===== src/hw/hsps_pkg.sv =====
// Shared constants, register map and state encoding of the hot-swap power sequencer
package hsps_pkg;
    // Clock and time base
    localparam int CLK_PERIOD_NS = 10;
    localparam int TICK_NS = 1000000;
    localparam int TICK_CYC = TICK_NS / CLK_PERIOD_NS;
    // Breaker time constant, trip needs more than this
    localparam int CB_TC_NS = 16000;
    localparam int CB_CYC = (CB_TC_NS + CLK_PERIOD_NS - 1) / CLK_PERIOD_NS;
    // Host reset glitch rejection width
    localparam int GLITCH_NS = 40;
    localparam int GLITCH_CYC = (GLITCH_NS + CLK_PERIOD_NS - 1) / CLK_PERIOD_NS;

    // Power-on delay and reset pulse settings, in time base ticks (ms)
    localparam logic [11:0] IVL_MS_25 = 12'h019;
    localparam logic [11:0] IVL_MS_50 = 12'h032;
    localparam logic [11:0] IVL_MS_100 = 12'h064;
    localparam logic [11:0] IVL_MS_200 = 12'h0C8;
    // Watchdog settings, in ticks (ms)
    localparam logic [11:0] WD_MS_800 = 12'h320;
    localparam logic [11:0] WD_MS_1600 = 12'h640;
    localparam logic [11:0] WD_MS_3200 = 12'hC80;

    // Register map
    localparam int REG_AW = 8;
    localparam int REG_DW = 32;
    localparam logic [7:0] REG_CTRL = 8'h00;
    localparam logic [7:0] REG_STATUS = 8'h04;

    // Control register fields
    localparam int CTRL_W = 13;
    localparam int CTRL_PON_LSB = 0;
    localparam int CTRL_RST_LSB = 2;
    localparam int CTRL_WD_LSB = 4;
    localparam int CTRL_AUXA_HOST = 6;
    localparam int CTRL_AUXB_HOST = 7;
    localparam int CTRL_AUXA_OV = 8;
    localparam int CTRL_AUXB_OV = 9;
    localparam int CTRL_CB_LSB = 10;
    localparam int CTRL_SINGLE = 12;
    localparam logic [12:0] CTRL_RST_VAL = 13'h0000;

    // Status register fields
    localparam int STS_GATE = 0;
    localparam int STS_RESET = 1;
    localparam int STS_HEALTHY = 2;
    localparam int STS_FAULT = 3;
    localparam int STS_WDOG = 4;
    localparam int STS_HOST_OK = 5;
    localparam int STS_CARD_OK = 6;
    localparam int STS_ENUM = 7;

    // Sequencer states
    typedef enum logic [2:0] {
        HSPS_OFF = 3'b000,
        HSPS_DELAY = 3'b001,
        HSPS_RAMP = 3'b010,
        HSPS_RESET = 3'b011,
        HSPS_RUN = 3'b100,
        HSPS_HRST = 3'b101,
        HSPS_FAULT = 3'b110
    } hsps_state_type;
endpackage


===== src/hw/hsps_sync.sv =====
// Two-stage synchroniser for a group of comparator levels
`timescale 1ns/100ps
`default_nettype none
module hsps_sync #(
    parameter int WIDTH = 1
) (
    input wire logic clk,
    input wire logic rst_n,
    input wire logic [WIDTH-1:0] d,
    output logic [WIDTH-1:0] q
);
    logic [WIDTH-1:0] meta_q;

    // First stage feeds only the second stage
    always_ff @(posedge clk) begin
        if (!rst_n) begin
            meta_q <= '0;
            q <= '0;
        end else begin
            meta_q <= d;
            q <= meta_q;
        end
    end
endmodule
`default_nettype wire


===== src/hw/hsps_sequencer.sv =====
// Hot-swap card power sequencer, breaker, reset control and watchdog
//
// Behaviour
// - At power-up hold resets, gates off, unhealthy
// - Release resets after stable card supply, interval
// - All card monitors good with gates on drives health low
// - Board deselect: gates off, unhealthy, resets asserted
// - Ejector open raises notice; host deselects board
// - Sequence halts while host supplies are bad
// - Card low voltage resets, gates stay on
// - Aux monitors assignable host/card side, ANDed
// - Aux monitors flag under- or over-voltage
// - Watchdog interval 0.8, 1.6 or 3.2 s
// - Watchdog restarts on address, acknowledge, select edge
// - Breaker trips after overcurrent above 16 us
// - Trip asserts fault and turns gates off
// - Delay and reset width 25/50/100/200 ms
// - Resets released last when all conditions hold
// - Host reset over 40 ns starts reset cycle
// - Reset held full interval or host reset
// - Strap picks 3.3V or 5V as valid power
`timescale 1ns/100ps
`default_nettype none
module hsps_sequencer #(
    parameter int TICK_CYCLES = hsps_pkg::TICK_CYC
) (
    input wire logic clk,
    input wire logic rst_n,
    input wire logic [hsps_pkg::REG_AW-1:0] reg_addr,
    input wire logic [hsps_pkg::REG_DW-1:0] reg_wdata,
    input wire logic reg_wr,
    input wire logic reg_rd,
    output logic [hsps_pkg::REG_DW-1:0] reg_rdata,
    input wire logic host_high_rail_ok,
    input wire logic host_low_rail_sense,
    input wire logic card_low_rail_sense,
    input wire logic card_high_rail_sense,
    input wire logic aux_sense_a,
    input wire logic aux_sense_b,
    input wire logic current_sense_input,
    input wire logic board_select_n,
    input wire logic power_permit,
    input wire logic host_reset_n,
    input wire logic supply_level_strap,
    input wire logic ejector_open,
    input wire logic bus_addr_match,
    input wire logic bus_ack_drive,
    input wire logic chip_select_n,
    output logic gate_drive_low_rail,
    output logic gate_drive_high_rail,
    output logic card_reset,
    output logic card_reset_n,
    output logic card_healthy_n,
    output logic fault_n,
    output logic enum_n,
    output logic [1:0] breaker_level_sel,
    output logic watchdog_timeout
);
    import hsps_pkg::*;

    localparam int TW = $clog2(TICK_CYCLES);

    logic [6:0] cmp_raw;
    logic [6:0] cmp_s;
    logic [CTRL_W-1:0] ctrl_q;
    logic strap_q;
    logic strap_done_q;
    logic aux_a_ok, aux_b_ok, host_base_ok, card_base_ok, host_ok, card_ok, oc;
    logic [TW-1:0] tick_q;
    logic tick;
    hsps_state_type state_q, state_d;
    logic gates_on, gates_on_d;
    logic [11:0] ivl_q;
    logic [11:0] ivl_lim;
    logic ivl_done, ivl_run;
    logic [10:0] cb_q;
    logic cb_trip;
    logic [2:0] hr_q;
    logic hr_long;
    logic rel_ok;
    logic cs_prev_q;
    logic wd_kick;
    logic [11:0] wd_q;
    logic [11:0] wd_lim;
    logic wd_flag_q;
    logic [7:0] status;

    // Comparator levels are asynchronous to clk
    assign cmp_raw = {current_sense_input, aux_sense_b, aux_sense_a, card_high_rail_sense,
                      card_low_rail_sense, host_low_rail_sense, host_high_rail_ok};
    hsps_sync #(.WIDTH(7)) u_cmp_sync (
        .clk(clk),
        .rst_n(rst_n),
        .d(cmp_raw),
        .q(cmp_s)
    );

    // Strap is caught once, at the first edge after reset release
    always_ff @(posedge clk) begin
        if (!rst_n) begin
            strap_q <= 1'b0;
            strap_done_q <= 1'b0;
        end else if (!strap_done_q) begin
            strap_q <= supply_level_strap;
            strap_done_q <= 1'b1;
        end
    end

    // Monitor combination; comparator high means above its reference
    always_comb begin
        aux_a_ok = cmp_s[4] ^ ctrl_q[CTRL_AUXA_OV];
        aux_b_ok = cmp_s[5] ^ ctrl_q[CTRL_AUXB_OV];
        // Single supply: strap high counts the low rail, low the high rail
        if (ctrl_q[CTRL_SINGLE]) begin
            host_base_ok = strap_q ? cmp_s[1] : cmp_s[0];
            card_base_ok = strap_q ? cmp_s[2] : cmp_s[3];
        end else begin
            host_base_ok = cmp_s[0] & cmp_s[1];
            card_base_ok = cmp_s[2] & cmp_s[3];
        end
        host_ok = host_base_ok & (!ctrl_q[CTRL_AUXA_HOST] | aux_a_ok)
                  & (!ctrl_q[CTRL_AUXB_HOST] | aux_b_ok);
        card_ok = card_base_ok & (ctrl_q[CTRL_AUXA_HOST] | aux_a_ok)
                  & (ctrl_q[CTRL_AUXB_HOST] | aux_b_ok);
        oc = cmp_s[6];
    end

    // Free-running time base, one tick per millisecond
    always_ff @(posedge clk) begin
        if (!rst_n) begin
            tick_q <= '0;
        end else if (tick) begin
            tick_q <= '0;
        end else begin
            tick_q <= tick_q + 1'b1;
        end
    end
    assign tick = (tick_q == TW'(TICK_CYCLES - 1));

    // Breaker filter: trips only on a drop held past the time constant
    always_ff @(posedge clk) begin
        if (!rst_n) begin
            cb_q <= '0;
        end else if (!oc || !gates_on) begin
            cb_q <= '0;
        end else if (cb_q != 11'(CB_CYC)) begin
            cb_q <= cb_q + 1'b1;
        end
    end
    assign cb_trip = gates_on && oc && (cb_q == 11'(CB_CYC));

    // Host reset glitch filter counts consecutive low samples
    always_ff @(posedge clk) begin
        if (!rst_n) begin
            hr_q <= '0;
        end else if (host_reset_n) begin
            hr_q <= '0;
        end else if (hr_q != 3'(GLITCH_CYC)) begin
            hr_q <= hr_q + 1'b1;
        end
    end
    assign hr_long = !host_reset_n && (hr_q == 3'(GLITCH_CYC));

    // Interval limit follows the state that is being timed
    always_comb begin
        logic [1:0] sel;
        sel = (state_q == HSPS_DELAY) ? ctrl_q[CTRL_PON_LSB +: 2] : ctrl_q[CTRL_RST_LSB +: 2];
        case (sel)
            2'h0: ivl_lim = IVL_MS_25;
            2'h1: ivl_lim = IVL_MS_50;
            2'h2: ivl_lim = IVL_MS_100;
            default: ivl_lim = IVL_MS_200;
        endcase
    end
    assign ivl_done = (ivl_q >= ivl_lim);
    assign ivl_run = ((state_q == HSPS_DELAY) && host_ok) || (state_q == HSPS_RESET)
                     || (state_q == HSPS_HRST);

    // Interval counter restarts on each state change
    always_ff @(posedge clk) begin
        if (!rst_n) begin
            ivl_q <= '0;
        end else if (state_d != state_q) begin
            ivl_q <= '0;
        end else if (ivl_run && tick && !ivl_done) begin
            ivl_q <= ivl_q + 1'b1;
        end
    end

    assign gates_on = (state_q == HSPS_RAMP) || (state_q == HSPS_RESET)
                      || (state_q == HSPS_RUN) || (state_q == HSPS_HRST);
    assign rel_ok = host_ok && !board_select_n && card_ok && power_permit && host_reset_n;

    // Sequencer; deselect wins over everything, then trip, then host loss
    always_comb begin
        state_d = state_q;
        if (board_select_n) begin
            state_d = HSPS_OFF;
        end else if (cb_trip) begin
            state_d = HSPS_FAULT;
        end else if (gates_on && (!host_ok || !power_permit)) begin
            state_d = HSPS_OFF;
        end else begin
            case (state_q)
                HSPS_OFF: begin
                    if (power_permit && host_ok) begin
                        state_d = HSPS_DELAY;
                    end
                end
                HSPS_DELAY: begin
                    if (!power_permit) begin
                        state_d = HSPS_OFF;
                    end else if (ivl_done && host_ok) begin
                        state_d = HSPS_RAMP;
                    end
                end
                HSPS_RAMP: begin
                    if (card_ok) begin
                        state_d = HSPS_RESET;
                    end
                end
                HSPS_RESET, HSPS_HRST: begin
                    if (!card_ok) begin
                        state_d = HSPS_RAMP;
                    end else if (ivl_done && rel_ok) begin
                        state_d = HSPS_RUN;
                    end
                end
                HSPS_RUN: begin
                    if (!card_ok) begin
                        state_d = HSPS_RAMP;
                    end else if (hr_long) begin
                        state_d = HSPS_HRST;
                    end
                end
                HSPS_FAULT: state_d = HSPS_FAULT;
                default: state_d = HSPS_OFF;
            endcase
        end
    end
    assign gates_on_d = (state_d == HSPS_RAMP) || (state_d == HSPS_RESET)
                        || (state_d == HSPS_RUN) || (state_d == HSPS_HRST);

    // State and pin registers; reset values hold the card safe
    always_ff @(posedge clk) begin
        if (!rst_n) begin
            state_q <= HSPS_OFF;
            gate_drive_low_rail <= 1'b0;
            gate_drive_high_rail <= 1'b0;
            card_reset <= 1'b1;
            card_reset_n <= 1'b0;
            card_healthy_n <= 1'b1;
            fault_n <= 1'b1;
        end else begin
            state_q <= state_d;
            gate_drive_low_rail <= gates_on_d;
            gate_drive_high_rail <= gates_on_d;
            card_reset <= (state_d != HSPS_RUN);
            card_reset_n <= (state_d == HSPS_RUN);
            card_healthy_n <= !(gates_on_d && card_ok);
            fault_n <= (state_d != HSPS_FAULT);
        end
    end

    // Removal notice follows the ejector switch
    always_ff @(posedge clk) begin
        if (!rst_n) begin
            enum_n <= 1'b1;
        end else begin
            enum_n <= !ejector_open;
        end
    end

    // Watchdog restarts on any bus sign of life
    assign wd_kick = bus_addr_match || bus_ack_drive || (chip_select_n != cs_prev_q);
    always_comb begin
        case (ctrl_q[CTRL_WD_LSB +: 2])
            2'h0: wd_lim = WD_MS_800;
            2'h1: wd_lim = WD_MS_1600;
            default: wd_lim = WD_MS_3200;
        endcase
    end
    always_ff @(posedge clk) begin
        if (!rst_n) begin
            cs_prev_q <= 1'b1;
            wd_q <= '0;
            watchdog_timeout <= 1'b0;
        end else begin
            cs_prev_q <= chip_select_n;
            watchdog_timeout <= 1'b0;
            if (wd_kick) begin
                wd_q <= '0;
            end else if (tick) begin
                if (wd_q >= wd_lim - 12'h001) begin
                    wd_q <= '0;
                    watchdog_timeout <= 1'b1;
                end else begin
                    wd_q <= wd_q + 1'b1;
                end
            end
        end
    end

    // Sticky timeout flag; a new timeout beats a clear in the same cycle
    always_ff @(posedge clk) begin
        if (!rst_n) begin
            wd_flag_q <= 1'b0;
        end else if (watchdog_timeout) begin
            wd_flag_q <= 1'b1;
        end else if (reg_wr && (reg_addr == REG_STATUS) && reg_wdata[STS_WDOG]) begin
            wd_flag_q <= 1'b0;
        end
    end

    // Control register write
    always_ff @(posedge clk) begin
        if (!rst_n) begin
            ctrl_q <= CTRL_RST_VAL;
        end else if (reg_wr && (reg_addr == REG_CTRL)) begin
            ctrl_q <= reg_wdata[CTRL_W-1:0];
        end
    end
    assign breaker_level_sel = ctrl_q[CTRL_CB_LSB +: 2];

    assign status = {!enum_n, card_ok, host_ok, wd_flag_q, !fault_n, !card_healthy_n,
                     card_reset, gate_drive_low_rail};

    // Read data stand for one cycle; unmapped reads return zero
    always_ff @(posedge clk) begin
        if (!rst_n) begin
            reg_rdata <= '0;
        end else if (!reg_rd) begin
            reg_rdata <= '0;
        end else if (reg_addr == REG_CTRL) begin
            reg_rdata <= {{(REG_DW - CTRL_W){1'b0}}, ctrl_q};
        end else if (reg_addr == REG_STATUS) begin
            reg_rdata <= {24'h000000, status};
        end else begin
            reg_rdata <= '0;
        end
    end
endmodule
`default_nettype wire


===== config.mk =====
export PLATFORM = sky130hd
export DESIGN_NAME = hsps_sequencer
export DESIGN_NICKNAME = d
export VERILOG_FILES = /design/src/hw/hsps_pkg.sv /design/src/hw/hsps_sync.sv /design/src/hw/hsps_sequencer.sv
export SDC_FILE = /design/constraint.sdc
export NUM_CORES = 1
export LEC_CHECK = 0
export BUFFER_PORTS_ARGS = -buffer_cell sky130_fd_sc_hd__buf_2
export CORE_MARGIN = 2
export CORE_UTILIZATION = 50
export DETAILED_ROUTE_END_ITERATION = 12
export PLACE_DENSITY = 0.72
export SLEW_MARGIN = 20
export SYNTH_ARGS = -nofsm -noshare
export SYNTH_HDL_FRONTEND = slang
export SYNTH_SLANG_ARGS = --single-unit

===== constraint.sdc =====
create_clock -name clk -period 5.4 [get_ports clk]
set_input_delay 0.81 -clock clk [delete_from_list [all_inputs] [get_ports clk]]
set_output_delay 0.81 -clock clk [all_outputs]
set_load 0.05 [all_outputs]

==> key figures <==
Clock tree
  • CTS clk-pin slew, worst paths: 0.10 ns
  • Post_cts resized: 0
  • Clock sinks: ~110
  • CTS tree: done
  • Cts bufs inserted: 9
  • Hold_buf cts: 0
  • Setup Buffers After CTS: 0
  • Maximum buffer depth of the clock tree: 2
  • H-tree lvl count: 3
  • Clk root buf: clkbuf_8
  • Later-pin clock latency in the skew report: 0.38 ns

STA
  • Period Utilization, post-route: 0.771
  • Worst slew pin tran: about 0.85 ns
  • FMAX: 0.240 GHz
  • Min Tclk post-route: roughly 4.2 ns
  • Relative slew slack: 0.436
  • Max-slew violation count: 0
  • Clock skew: 0.0105 ns
  • RSZ-0062 raised after global routing: false
  • Final setup fails: 0
  • Hold Slack: roughly 0.43 ns
  • Sum of negative setup slack: 0 ns
  • Hold violation total from the final report: 0

Run status
  • Outcome: complete, no violations

Global routing
  • GRT Total Usage: 0.194
  • GR peak layer: met2
  • Initial antenna violation count: 0
  • Global-route wire length before repair: 17500 um
  • Largest net degree at the start of global routing: 25
  • Vias in the first global route: around 3.8k
  • Global route overflow: 0
  • Met3 usage: 0.0439
  • GR Util met2: 0.333
  • M1 GR Usage: 0.237

Floorplanning
  • Ports: 101
  • Die Y: 106 um
  • Starting Density: 0.507
  • Die area: roughly 11000 sq um
  • Core area: between 10000 and 15000 sq um
  • Row cnt: 37
  • Die W: between 100 and 150 um

Min path
  • Hold Crit Class: reg -> reg

Setup path
  • Critical Path RT: roughly 5.7 ns
  • Crit path capture type: flip-flop
  • Crit-path cells: or2_2, nor2_1, mux2i_1, inv_1, ha_1, inv_1, ha_1, a211o_1, nor4_1, o21ai_1, o211a_1, a311o_1, a2111o_1, nor2_1
  • Critical path class: reg -> reg
  • Critical path peak fanout: 12
  • Critical Path Max Stage Delay: 0.60 ns
  • Setup crit start kind: flip-flop
  • Crit-path slowest cell: a2111o_1
  • Arr. time, crit path: about 4.5 ns

Finish
  • ANT cells: 0
  • Layout cell share with drive strength beyond 1: 0.143
  • Layout Area Growth over Synthesis: 9.55%
  • Total Nets Final: about 700
  • Most common cell after layout, fill and taps aside: dfxtp_1
  • Commonest cells after routing, fill and taps aside: 109 x dfxtp_1, 84 x nor2_1, 62 x buf_2
  • Fill cells: 944

Route
  • Routed WL: 10200 um
  • Initial DRC count: 139
  • Routed vias/inst: between 5 and 6
  • TritonRoute pass-1 iters: 5
  • Via count: roughly 4k
  • Per-cell routed wire length: about 13 um
  • DRC Markers: 0
  • Final ANT Viol Nets: 0

Logic synthesis
  • Ys flop type: dfxtp_1
  • Mapped cell area: 5160 sq um
  • Seq/Total Area, Yosys: 0.423
  • Synthesized flop and latch total: 109
  • Share of the synthesized area in the top cell type: 0.423
  • Synth cell types: 61
  • Async set or reset register ratio after synthesis: 0
  • Yosys Warn Count: 0
  • Cell count after synthesis: 576
  • Synth area leaders: dfxtp_1 42%, ha_1 6.3%, nor2_1 6.1%
  • EDFF count, synth: 0
  • Largest area contributor in the netlist: dfxtp_1
  • Mean Syn Cell Area: 8.96 sq um

Run
  • Max-Cap Viols: 0

Placed design
  • Port bufs: 62
  • DP Wirelength: about 7600 um
  • Routability congestion estimate: 0.865

Pwr
  • Power Density: 238 nW/um^2
  • VDD IR max: 0.159 mV
  • Leakage power: between 0.002 and 0.0025 uW
[layer usage]
| metal | vias up | part of all wire |
|---|---|---|
| met5 | - | 0 |
| met4 | 0 | 0.022 |
| met3 | 16 | 0.054 |
| met2 | 99 | 0.50 |
| met1 | 1889 | 0.43 |
| li1 | 2025 | - |
[state kept, by name (all words and copies together) (netlist names)]
register              flops
tick_q                   17
ctrl_q                   13
card_healthy_n            1
cb_q                     11
card_reset                1
cs_prev_q                 1
wd_flag_q                 1
enum_n                    1
watchdog_timeout          1
strap_q                   1
ivl_q                    12
reg_rdata                13
u_cmp_sync.q              7
wd_q                     12
state_q                   3
card_reset_n              1
gate_drive_high_rail      1
u_cmp_sync.meta_q         7
fault_n                   1
strap_done_q              1
hr_q                      3
[final timing paths]
path / from / endpoint / slack [ns] / depth (start not counted)
setup reg to reg: state_q[2] / ivl_q[0] / 1.24 / 14
setup / recovery: state_q[2] / ivl_q[0] / 1.24 / 14
hold reg to reg: u_cmp_sync.meta_q[5] / u_cmp_sync.q[5] / 0.43 / 1
hold / removal: u_cmp_sync.meta_q[5] / u_cmp_sync.q[5] / 0.43 / 1
[power by group]
part / switching [uW] / internal, uW
sequential: 4.90 / 813
clock: 274 / 172
combinational: 57.8 / 23.1
[final cells by class]
| class | count | area [sq um] | area share |
|---|---|---|---|
| clock buffers | 10 | 128 | 0.0226 |
| clock inverters | 5 | 45.0 | 0.00796 |
| inverters | 29 | 109 | 0.0192 |
| multi-input cells | 419 | 2710 | 0.478 |
| flip-flops and latches | 109 | 2180 | 0.386 |
| well taps | 136 | 170 | 0.0301 |
| repair buffers | 63 | 318 | 0.0562 |
[through the flow]
step	total power, uW	area (sq um)	utilization	worst slack (ns)	instances
detailed placement	917	5480	0.538	1.24	756
global route	1400	5660	0.555	0.918	771
global placement	915	5480	0.538	1.36	756
floorplan	903	5230	-	1.66	594
finish	1340	5660	0.555	1.24	771
CTS	1360	5660	0.555	1.21	771
[worst max-delay path, delay by kind of cell (launching register included)]
kind,cells,cell delay (ns)
AOI/OAI and AO/OA,5,1.74
adders and majority gates,2,0.43
buffers and inverters,2,0.20
DFF,1,0.45
muxes,1,0.34
and+or+nand+nor,4,0.97
[cell usage after synthesis, drive strengths merged (3+ instances only)]
cell type  instances
a211oi             3
a21oi             18
a31oi              4
and2              34
and3               7
buf               28
clkbuf             9
dfxtp            109
ha                26
inv               28
mux2               4
mux2i             22
nand2             36
nand2b             7
nand3             19
nand4             10
nor2              88
nor3              11
nor4               4
nor4b              3
o21ai              9
o31ai              3
or2                6
or3                5
or4                3
xnor2             23
xor2              20
[cells by family after synthesis]
logic type      after synthesis  synth area share
simple gates                242             0.235
flops                       109             0.423
buf+inv                      66            0.0666
compound gates               63            0.0875
xor+xnor                     43            0.0729
fa+ha+maj                    26            0.0630
mux                          26            0.0514
other cells                   1          0.000726
Power figures use the tool's default switching activity.
